## src/rtl/port7_pkg.sv

```systemverilog
/*
 Shared constants for the seven-pin general I/O port with timer and serial alternate functions.
 Assumes a 32-bit classic Wishbone register bus with word-aligned registers.
*/
package port7_pkg;
   localparam int          PIN_COUNT      = 7;
   localparam int          REG_WIDTH      = 8;
   localparam logic [7:0]  DIR_OFFSET     = 8'h00;
   localparam logic [7:0]  DATA_OFFSET    = 8'h04;
   localparam logic [7:0]  ALT_OFFSET     = 8'h08;
   localparam logic [7:0]  PINS_OFFSET    = 8'h0C;
   localparam logic [6:0]  DIR_RESET      = 7'h00;
   localparam logic [6:0]  DATA_RESET     = 7'h00;
   localparam logic        DATA_TOP_VALUE = 1'h1;
   localparam int          TMO_PIN        = 6;
   localparam int          TCLK_PIN       = 5;
   localparam int          TRST_PIN       = 4;
   localparam int          TXD_PIN        = 2;
   localparam int          RXD_PIN        = 1;
   localparam int          SCK_PIN        = 0;
   localparam logic [3:0]  TMO_OFF        = 4'h0;
   localparam int          ALT_OS_LSB     = 0;
   localparam int          ALT_TXSEL_BIT  = 4;
   localparam int          ALT_RE_BIT     = 5;
   localparam int          ALT_CLOCK_SOURCE_BIT_LOW_BIT   = 6;
   localparam int          ALT_CLOCK_SOURCE_BIT_HIGH_BIT   = 7;
   localparam int          ALT_SYNC_BIT   = 8;
   localparam logic [8:0]  ALT_RESET      = 9'h000;
   localparam logic [31:0] UNMAPPED_VALUE = 32'h00000000;
endpackage : port7_pkg

```

## src/rtl/port_pins_if.sv

```systemverilog
/*
 Bundle carrying the per-pin function selects from the register side to the pin multiplexer.
 Assumes both ends share one clock domain.
*/
`timescale 1ns/1ps
interface port_pins_if #(parameter int N = 7);
   logic [N-1:0] dirBits;   // Direction bits, 1 means output.
   logic [N-1:0] dataBits;  // Latched output data.
   logic [N-1:0] altOe;     // Alternate function owns the pin.
   logic [N-1:0] altOut;    // Alternate function output level.
   logic [N-1:0] altIn;     // Pin is an alternate-function input.
   logic [N-1:0] padOut;    // Level driven to the pad.
   logic [N-1:0] padOe;     // Pad drive enable.
   modport regs (output dirBits, dataBits, altOe, altOut, altIn, input padOut, padOe);
   modport mux  (input dirBits, dataBits, altOe, altOut, altIn, output padOut, padOe);
endinterface : port_pins_if

```

## src/rtl/pin_mux.sv

```systemverilog
/*
 Per-pin output multiplexer: alternate function wins, else direction and data decide.
 Assumes select inputs are registered by the caller.
*/
`timescale 1ns/1ps
module pin_mux (
   port_pins_if.mux pins // Select bundle.
);
   for (genvar i = 0; i < 7; i++) begin : g_pin
      always_comb begin
         if (pins.altOe[i]) begin
            pins.padOe[i]  = 1'b1;
            pins.padOut[i] = pins.altOut[i];
         end else if (pins.altIn[i]) begin
            pins.padOe[i]  = 1'b0;
            pins.padOut[i] = 1'b0;
         end else begin
            pins.padOe[i]  = pins.dirBits[i];
            pins.padOut[i] = pins.dataBits[i];
         end
      end
   end
endmodule : pin_mux

```

## src/rtl/pin_sync.sv

```systemverilog
/*
 Two-flip-flop synchroniser for the pad inputs.
 Assumes the pads change without relation to mclk.
*/
`timescale 1ns/1ps
module pin_sync #(
   parameter int N = 7
) (
   input  wire logic         mclk,    // System clock.
   input  wire logic         rstN,    // Synchronised reset, active low.
   input  wire logic [N-1:0] asyncIn, // Raw pad levels.
   output logic      [N-1:0] syncOut  // Pad levels in mclk domain.
);
   logic [N-1:0] stage1Reg;

   always_ff @(posedge mclk or negedge rstN) begin
      if (!rstN) begin
         stage1Reg <= '0;
         syncOut   <= '0;
      end else begin
         stage1Reg <= asyncIn;
         syncOut   <= stage1Reg;
      end
   end
endmodule : pin_sync

```

## src/rtl/port7_gpio_alt_function_mux.sv

```systemverilog
/*
 Seven-pin general I/O port with timer-V and serial-2 alternate functions, Wishbone slave.
 Assumes a single 200 MHz clock; timer and serial units sit outside and supply their signals.
*/
// What this block does
// - Direction 1 drives pin, 0 makes input.
// - Direction register write-only, resets to inputs.
// - Data bits 6..0 read/write, reset zero.
// - Output pins read back latched data.
// - Input pins read back live level.
// - Data bit 7 always reads one.
// - Nonzero timer output select claims pin 6.
// - Timer setting overrides direction on pin 6.
// - Pins 5,4 always feed timer inputs.
`timescale 1ns/1ps
module port7_gpio_alt_function_mux
   import port7_pkg::*;
(
   input  wire logic        mclk,          // 200 MHz system clock.
   input  wire logic        rstn,          // Asynchronous reset, active low.
   input  wire logic        wb_cyc_i,      // Wishbone cycle.
   input  wire logic        wb_stb_i,      // Wishbone strobe.
   input  wire logic        wb_we_i,       // Wishbone write enable.
   input  wire logic [7:0]  wb_adr_i,      // Byte address.
   input  wire logic [31:0] wb_dat_i,      // Write data.
   input  wire logic [3:0]  wb_sel_i,      // Byte selects.
   output logic      [31:0] wb_dat_o,      // Read data.
   output logic             wb_ack_o,      // Acknowledge.
   input  wire logic [6:0]  padIn,         // Pad input levels.
   output logic      [6:0]  padOut,        // Pad output levels.
   output logic      [6:0]  padOe,         // Pad output enables.
   input  wire logic        timerVOutput,  // Timer-V compare output.
   output logic             timerVClockIn, // Pin 5 to timer-V clock input.
   output logic             timerVResetIn, // Pin 4 to timer-V reset input.
   input  wire logic        serial2TxData, // Serial-2 transmit data.
   output logic             serial2RxData, // Pin 1 to serial-2 receiver.
   input  wire logic        serial2ClkOut, // Serial-2 clock to drive out.
   output logic             serial2ClkIn   // Pin 0 to serial-2 clock input.
);
   import port7_pkg::*;

   logic       rstSync1Reg;
   logic       rstNReg;
   logic [6:0] dirReg;
   logic [6:0] dataReg;
   logic [8:0] altReg;
   logic [6:0] pinSync;
   logic       ackReg;
   logic [31:0] rdataReg;
   logic [31:0] rdataNext;
   logic       busReq;
   logic [3:0] timerOs;
   logic       sckOut;
   logic       sckIn;

   port_pins_if #(.N(PIN_COUNT)) pins ();

   // Reset enters asynchronously but is released through two flops to avoid recovery hazards.
   always_ff @(posedge mclk or negedge rstn) begin
      if (!rstn) begin
         rstSync1Reg <= 1'b0;
         rstNReg     <= 1'b0;
      end else begin
         rstSync1Reg <= 1'b1;
         rstNReg     <= rstSync1Reg;
      end
   end

   pin_sync #(.N(PIN_COUNT)) u_sync (
      .mclk    (mclk),
      .rstN    (rstNReg),
      .asyncIn (padIn),
      .syncOut (pinSync)
   );

   assign busReq = wb_cyc_i && wb_stb_i && !ackReg;

   always_ff @(posedge mclk or negedge rstNReg) begin
      if (!rstNReg) begin
         dirReg <= DIR_RESET;
      end else if (busReq && wb_we_i && wb_sel_i[0] && wb_adr_i == DIR_OFFSET) begin
         dirReg <= wb_dat_i[6:0];
      end
   end

   always_ff @(posedge mclk or negedge rstNReg) begin
      if (!rstNReg) begin
         dataReg <= DATA_RESET;
      end else if (busReq && wb_we_i && wb_sel_i[0] && wb_adr_i == DATA_OFFSET) begin
         dataReg <= wb_dat_i[6:0];
      end
   end

   always_ff @(posedge mclk or negedge rstNReg) begin
      if (!rstNReg) begin
         altReg <= ALT_RESET;
      end else if (busReq && wb_we_i && wb_adr_i == ALT_OFFSET) begin
         if (wb_sel_i[0]) begin
            altReg[7:0] <= wb_dat_i[7:0];
         end
         if (wb_sel_i[1]) begin
            altReg[8] <= wb_dat_i[8];
         end
      end
   end

   // Direction register is write-only, so its offset reads zero.
   always_comb begin
      rdataNext = UNMAPPED_VALUE;
      case (wb_adr_i)
         DATA_OFFSET: begin
            rdataNext[7]   = DATA_TOP_VALUE;
            rdataNext[6:0] = (dirReg & dataReg) | (~dirReg & pinSync);
         end
         ALT_OFFSET: begin
            rdataNext[8:0] = altReg;
         end
         PINS_OFFSET: begin
            rdataNext[6:0] = pinSync;
         end
         default: begin
            rdataNext = UNMAPPED_VALUE;
         end
      endcase
   end

   always_ff @(posedge mclk or negedge rstNReg) begin
      if (!rstNReg) begin
         ackReg   <= 1'b0;
         rdataReg <= 32'h00000000;
      end else begin
         ackReg   <= busReq;
         rdataReg <= (busReq && !wb_we_i) ? rdataNext : 32'h00000000;
      end
   end

   assign wb_ack_o = ackReg;
   assign wb_dat_o = rdataReg;

   assign timerOs = altReg[ALT_OS_LSB +: 4];
   // Clock-source high selects external clock in; with it clear, clock-source low or synchronous mode drives it out.
   assign sckIn   = altReg[ALT_CLOCK_SOURCE_BIT_HIGH_BIT];
   assign sckOut  = !altReg[ALT_CLOCK_SOURCE_BIT_HIGH_BIT] && (altReg[ALT_CLOCK_SOURCE_BIT_LOW_BIT] || altReg[ALT_SYNC_BIT]);

   always_comb begin
      pins.dirBits  = dirReg;
      pins.dataBits = dataReg;
      pins.altOe    = '0;
      pins.altOut   = '0;
      pins.altIn    = '0;
      pins.altOe[TMO_PIN]  = (timerOs != TMO_OFF);
      pins.altOut[TMO_PIN] = timerVOutput;
      pins.altOe[TXD_PIN]  = altReg[ALT_TXSEL_BIT];
      pins.altOut[TXD_PIN] = serial2TxData;
      pins.altIn[RXD_PIN]  = altReg[ALT_RE_BIT];
      pins.altOe[SCK_PIN]  = sckOut;
      pins.altOut[SCK_PIN] = serial2ClkOut;
      pins.altIn[SCK_PIN]  = sckIn;
   end

   pin_mux u_mux (
      .pins (pins)
   );

   assign padOut = pins.padOut;
   assign padOe  = pins.padOe;

   // Timer inputs are wired regardless of pin configuration.
   assign timerVClockIn = pinSync[TCLK_PIN];
   assign timerVResetIn = pinSync[TRST_PIN];
   assign serial2RxData = pinSync[RXD_PIN] | ~altReg[ALT_RE_BIT];
   assign serial2ClkIn  = pinSync[SCK_PIN] & sckIn;

   // The checks below watch the pad side and the bus side of the port.
   // They are disabled while the internal reset copy is low, since the pads are all inputs then.
   // Read-back checks look one cycle after the request because the read data is registered.
   property p_gpio_pin6;
      @(posedge mclk) disable iff (!rstNReg)
      (timerOs == TMO_OFF) |->
         padOe[TMO_PIN] == dirReg[TMO_PIN];
   endproperty
   a_gpio_pin6: assert property (p_gpio_pin6)
      else $error("pin 6 enable not from direction");

   property p_pin3_drive;
      @(posedge mclk) disable iff (!rstNReg)
      padOe[3] == dirReg[3] &&
         (dirReg[3] -> padOut[3] == dataReg[3]);
   endproperty
   a_pin3_drive: assert property (p_pin3_drive)
      else $error("pin 3 drive wrong");

   property p_tmo_claim;
      @(posedge mclk) disable iff (!rstNReg)
      (timerOs != TMO_OFF) |->
         padOe[TMO_PIN] && padOut[TMO_PIN] == timerVOutput;
   endproperty
   a_tmo_claim: assert property (p_tmo_claim)
      else $error("timer output not on pin 6");

   property p_tmo_over_dir;
      @(posedge mclk) disable iff (!rstNReg)
      (timerOs != TMO_OFF && !dirReg[TMO_PIN]) |->
         padOe[TMO_PIN];
   endproperty
   a_tmo_over_dir: assert property (p_tmo_over_dir)
      else $error("direction overrode timer on pin 6");

   property p_data_top;
      @(posedge mclk) disable iff (!rstNReg)
      (busReq && !wb_we_i && wb_adr_i == DATA_OFFSET) |=>
         wb_ack_o && wb_dat_o[7];
   endproperty
   a_data_top: assert property (p_data_top)
      else $error("data bit 7 not one");

   property p_read_mix;
      @(posedge mclk) disable iff (!rstNReg)
      (busReq && !wb_we_i && wb_adr_i == DATA_OFFSET) |=>
         wb_dat_o[6:0] == (($past(dirReg) & $past(dataReg)) | (~$past(dirReg) & $past(pinSync)));
   endproperty
   a_read_mix: assert property (p_read_mix)
      else $error("data readback mismatch");

   property p_read_input;
      @(posedge mclk) disable iff (!rstNReg)
      (busReq && !wb_we_i && wb_adr_i == DATA_OFFSET && dirReg == 7'h00) |=>
         wb_dat_o[6:0] == $past(pinSync);
   endproperty
   a_read_input: assert property (p_read_input)
      else $error("input pins not read live");

   property p_data_write;
      @(posedge mclk) disable iff (!rstNReg)
      (busReq && wb_we_i && wb_sel_i[0] && wb_adr_i == DATA_OFFSET) |=>
         dataReg == $past(wb_dat_i[6:0]);
   endproperty
   a_data_write: assert property (p_data_write)
      else $error("data write lost");

   property p_dir_write;
      @(posedge mclk) disable iff (!rstNReg)
      (busReq && wb_we_i && wb_sel_i[0] && wb_adr_i == DIR_OFFSET) |=>
         dirReg == $past(wb_dat_i[6:0]);
   endproperty
   a_dir_write: assert property (p_dir_write)
      else $error("direction write lost");

   property p_dir_read;
      @(posedge mclk) disable iff (!rstNReg)
      (busReq && !wb_we_i && wb_adr_i == DIR_OFFSET) |=>
         wb_ack_o && wb_dat_o == 32'h00000000;
   endproperty
   a_dir_read: assert property (p_dir_read)
      else $error("direction read not zero");

   property p_timer_in;
      @(posedge mclk) disable iff (!rstNReg)
      timerVClockIn == pinSync[TCLK_PIN] &&
         timerVResetIn == pinSync[TRST_PIN];
   endproperty
   a_timer_in: assert property (p_timer_in)
      else $error("timer inputs not wired");

   property p_timer_pins_gpio;
      @(posedge mclk) disable iff (!rstNReg)
      padOe[TCLK_PIN] == dirReg[TCLK_PIN] && padOe[TRST_PIN] == dirReg[TRST_PIN] &&
         (dirReg[TCLK_PIN] -> padOut[TCLK_PIN] == dataReg[TCLK_PIN]);
   endproperty
   a_timer_pins_gpio: assert property (p_timer_pins_gpio)
      else $error("timer input pins lost general function");

   property p_txd;
      @(posedge mclk) disable iff (!rstNReg)
      altReg[ALT_TXSEL_BIT] |->
         padOe[TXD_PIN] && padOut[TXD_PIN] == serial2TxData;
   endproperty
   a_txd: assert property (p_txd)
      else $error("transmit not on pin 2");

   property p_rxd_in;
      @(posedge mclk) disable iff (!rstNReg)
      altReg[ALT_RE_BIT] |->
         !padOe[RXD_PIN] && serial2RxData == pinSync[RXD_PIN];
   endproperty
   a_rxd_in: assert property (p_rxd_in)
      else $error("receive pin driven or not routed");

   property p_rx_idle;
      @(posedge mclk) disable iff (!rstNReg)
      !altReg[ALT_RE_BIT] |->
         serial2RxData;
   endproperty
   a_rx_idle: assert property (p_rx_idle)
      else $error("receiver not idle while disabled");

   property p_sck_in;
      @(posedge mclk) disable iff (!rstNReg)
      altReg[ALT_CLOCK_SOURCE_BIT_HIGH_BIT] |->
         !padOe[SCK_PIN] && serial2ClkIn == pinSync[SCK_PIN];
   endproperty
   a_sck_in: assert property (p_sck_in)
      else $error("clock input pin driven");

   property p_sck_out;
      @(posedge mclk) disable iff (!rstNReg)
      (!altReg[ALT_CLOCK_SOURCE_BIT_HIGH_BIT] && (altReg[ALT_CLOCK_SOURCE_BIT_LOW_BIT] || altReg[ALT_SYNC_BIT])) |->
         padOe[SCK_PIN] && padOut[SCK_PIN] == serial2ClkOut && !serial2ClkIn;
   endproperty
   a_sck_out: assert property (p_sck_out)
      else $error("clock output not on pin 0");

   property p_ack_timing;
      @(posedge mclk) disable iff (!rstNReg)
      busReq |=>
         wb_ack_o;
   endproperty
   a_ack_timing: assert property (p_ack_timing)
      else $error("request not acknowledged next cycle");

   property p_ack_pulse;
      @(posedge mclk) disable iff (!rstNReg)
      wb_ack_o |=>
         !wb_ack_o;
   endproperty
   a_ack_pulse: assert property (p_ack_pulse)
      else $error("acknowledge longer than one cycle");

   property p_dat_idle;
      @(posedge mclk) disable iff (!rstNReg)
      !wb_ack_o |->
         wb_dat_o == 32'h00000000;
   endproperty
   a_dat_idle: assert property (p_dat_idle)
      else $error("read data not zero outside acknowledge");

endmodule : port7_gpio_alt_function_mux

```

## config.mk

```make
export PLATFORM = sky130hd
export DESIGN_NAME = port7_gpio_alt_function_mux
export DESIGN_NICKNAME = d
export VERILOG_FILES = /design/src/rtl/port7_pkg.sv /design/src/rtl/port_pins_if.sv /design/src/rtl/pin_mux.sv /design/src/rtl/pin_sync.sv /design/src/rtl/port7_gpio_alt_function_mux.sv
export SDC_FILE = /design/constraint.sdc
export NUM_CORES = 1
export LEC_CHECK = 0
export BUFFER_PORTS_ARGS = -buffer_cell sky130_fd_sc_hd__buf_4
export CAP_MARGIN = 20
export CORE_ASPECT_RATIO = 1.2
export CORE_MARGIN = 2
export CORE_UTILIZATION = 25
export DETAILED_ROUTE_END_ITERATION = 12
export HOLD_SLACK_MARGIN = 0.12
export PLACE_DENSITY_LB_ADDON = 0.3
export SKIP_LAST_GASP = 1
export SYNTH_ARGS = -nofsm -noshare
export SYNTH_HDL_FRONTEND = slang
export SYNTH_SLANG_ARGS = --single-unit
```

## constraint.sdc

```tcl
create_clock -name mclk -period 1.6 [get_ports mclk]
set_input_delay 0.24 -clock mclk [delete_from_list [all_inputs] [get_ports mclk]]
set_output_delay 0.24 -clock mclk [all_outputs]
set_load 0.02 [all_outputs]
```

==> results.env <==
OUTCOME='finished with violations'
FAILED_CHECKS='setup timing'
DIODES=0
SYN_AREA_UM2=2281
WORSTSETUPSTARTPOINTTYPE='flip-flop'
FILLERS=921
FINALCRITICALPERIOD_PS=1803
SYN-INSTANCE-COUNT=186
RSZ0062_AT_GRT='true'
LAYOUT_COMMONEST_CELL='buf_4'
POST_SYNTH.CELL_AREA_AVG_UM2=12.26
PORT_BUFFERS=61
SEQ_AREA_FRAC_SYNTH_PCT=53.76
FINALWEIGHTEDCONGESTION=0.7448
POWER_DENSITY_nW_PER_UM2=778.9
TIMING.HOLD.WS_PS=169.5
FINALINSTANCEAREA_UM2=3171
FLOORPLAN.INITIALDENSITY_PCT=25.52
FINAL-SETUP-VIOL-COUNT=1
VIASPERCELL=4.005
CORE_UM2=8939
NETS=320
CLOCKBUFFERDEPTH=2
PRE_CTS_WS_PS=-292.7
SYNTHTOLAYOUTAREAGROWTH_PCT=39.00
WORST_R2R_STARTPOINT='wb_ack_o'
TOTAL_POWER_mW=2.469
HIGHEST_ACHIEVABLE_CLOCK_RATE_MHz=554.7
NUMCTSBUFFERS=5
CLOCK_TREE_ROOT_BUFFER_CELL='clkbuf_8'
POST_CTS.REPAIR.SETUP_BUFFERS=0
POWER.STATIC_LEAKAGE_nW=1.580
GRT_OVERFLOW=0
IR_DROP_WORST_VDD_uV=331.2
PLACEDINSTANCEAREA_UM2=2889
DRT_DRC_VIOLATIONS_LEFT=0
ROUTE.ANTENNA.REMAINING_NETS=0
SETUP.WORST_PATH.END_CLASS='primary output'
CTS-HTREE-LEVELS=2
MOST-COMMON-LAYOUT-CELLS='buf_4 (68), dfrtp_1 (48), conb_1 (24)'
FINAL_LAYOUT_SIZE_SUFFIX_GT1_SHARE_PCT=46.18
WORSTPATHMAXFANOUT=2
IOS=110
SETUP-TNS-FINAL_PS=-202.7
SLEW_VIOLS_FINAL=0
WL_PER_CELL_UM=13.42
CLOCK_SINK_COUNT=49
MAX_CAP_VIOL_COUNT=0
FIN_SKEW_PS=10.72
CHIPWIDTH_UM=91.20
REG_CLK_SLEW_REPORTED_PATHS_PS=90
SYNTH-WARNING-COUNT=0
CRITPATHLAUNCH='altReg[2]'
HOLD_PATH.CLASS='input port to flip-flop'
YOSYS_REGISTER_BITS=49
NUM_VIAS=1530
HOLDCRITSTARTPOINT='wb_dat_i[7]'
ROUTE.FINAL.WIRE_LENGTH_MM=5.126
DIE-HEIGHT_UM=108.6
GLOBAL_ROUTE.USAGE.TOTAL_PCT=10.81
FINALCRITPERIODSHARE_PCT=112.7
NUM_ROWS=38
CLOCK_INSERTION_DELAY_WORST_SKEW_PS=300
FIRST_ITERATION_DETAILED_ROUTING_DRC_COUNT=45
GRT_MAX_DEGREE=48
ANTENNA_VIOLATIONS_BEFORE_REPAIR=0
AREA_OF_THE_DIE_UM2=9907
TRITONCTS_CLOCK_TREE='done'
FINAL_HOLD_VIOL_COUNT=0
WORSTSETUPPATHTYPE='flip-flop to primary output'
CRITPATHREQUIREDTIME_PS=1360
GRT_PASS1_VIAS=1608
POST_LAYOUT_WORST_SETUP_MARGIN_PS=-202.7
DRTPASS1ITERATIONS=4
DP.FINAL_HPWL_MM=3.492
NETLIST-CELL-TYPE-COUNT=23
GRT_PASS1_WL_MM=8.369
CRITICAL_PATH_ARRIVAL_PS=1560
-- worst max-delay path, cell delays in order, from the launching register on --
cell     delay, ps
dfrtp_1        410
nor4_2         270
buf_4          160
mux2_4         300
buf_6          130
-- power by group --
part | internal, mW | total, mW | leakage (nW) | switching [mW]
sequential | 1.26 | 1.28 | 0.645 | 0.0131
combinational | 0.125 | 0.274 | 0.876 | 0.149
clock | 0.510 | 0.919 | 0.0585 | 0.409
total | 1.90 | 2.47 | 1.58 | 0.571
-- per-stage QoR --
stage / cells / util (%)
after global routing: 382 / 35.47
after detailed placement: 367 / 32.32
after CTS: 383 / 35.53
after global placement: 367 / 32.32
final: 382 / 35.47
after floorplan: 208 / -
-- path summary, 6_finish.rpt --
kind / slack (ps) / cells past startpoint / to
setup reg to reg: 90 / 5 / dataReg[3]
setup / recovery: -200 / 4 / padOut[6]
hold / removal: 170 / 2 / altReg[7]
hold reg to reg: 250 / 1 / altReg[0]
max in group asynchronous: 1120 / 1 / wb_ack_o
min in group asynchronous: 250 / 1 / altReg[0]
-- registers in the layout, indices dropped and copies added (netlist names) --
signal and count:
u_sync.syncOut 7, wb_ack_o 1, rstSync1Reg 1, rstNReg 1, altReg 9, u_sync.stage1Reg 7, wb_dat_o 9, dirReg 7
dataReg 7
-- cell usage after synthesis, drive strengths merged --
cell type  count  area share [%]
o21ai          8             1.8
dfrtp         49              54
or2            2            0.55
conb           2            0.33
or4bb          1            0.49
and3b          7             2.7
nor2b         11             3.0
or4            2            0.66
mux2          32              16
clkbuf         5            0.82
nor4           5             3.3
a21oi          9             2.0
inv            1            0.16
nor3           1            0.22
nand3b         1            0.33
buf           31              10
nand2b         2            0.55
nand2          9             1.5
nand4b         3             1.2
and2           1            0.27
nor2           4            0.66
-- layout make-up --
cell class | instances | area (um2) | area share (%)
flip-flops and latches | 49 | 1227 | 38.71
multi-input cells | 122 | 979.7 | 30.90
repair buffers | 82 | 693.2 | 21.86
well taps | 120 | 150.1 | 4.736
clock buffers | 7 | 86.33 | 2.723
clock inverters | 1 | 30.03 | 0.9471
inverters | 1 | 3.754 | 0.1184
-- cells by family after synthesis --
group | count (synthesis) | share of synthesized area (%)
AO/OA/AOI/OAI | 17 | 3.730
buffers and inverters | 37 | 10.97
flip-flops | 49 | 53.76
multiplexers | 32 | 15.80
other | 2 | 0.3293
AND/OR/NAND/NOR | 49 | 15.41
-- repair_timing --
action | in CTS | in global routing
gates resized for setup | 24 | 1
hold buffers | 8 | 0
pin swaps | 4 | 0
endpoints found under the setup margin | 22 | 24
hold endpoints to repair | 9 | 0
-- per-layer routing --
metal	vias up	GRT usage (%)	part of all wire, %
li1	729	-	-
met1	739	14.50	45
met4	0	3.247	0.72
met2	58	17.30	49
met5	-	0	0
met3	4	2.764	5.7
Note: power is estimated with default switching activity, not from simulation.
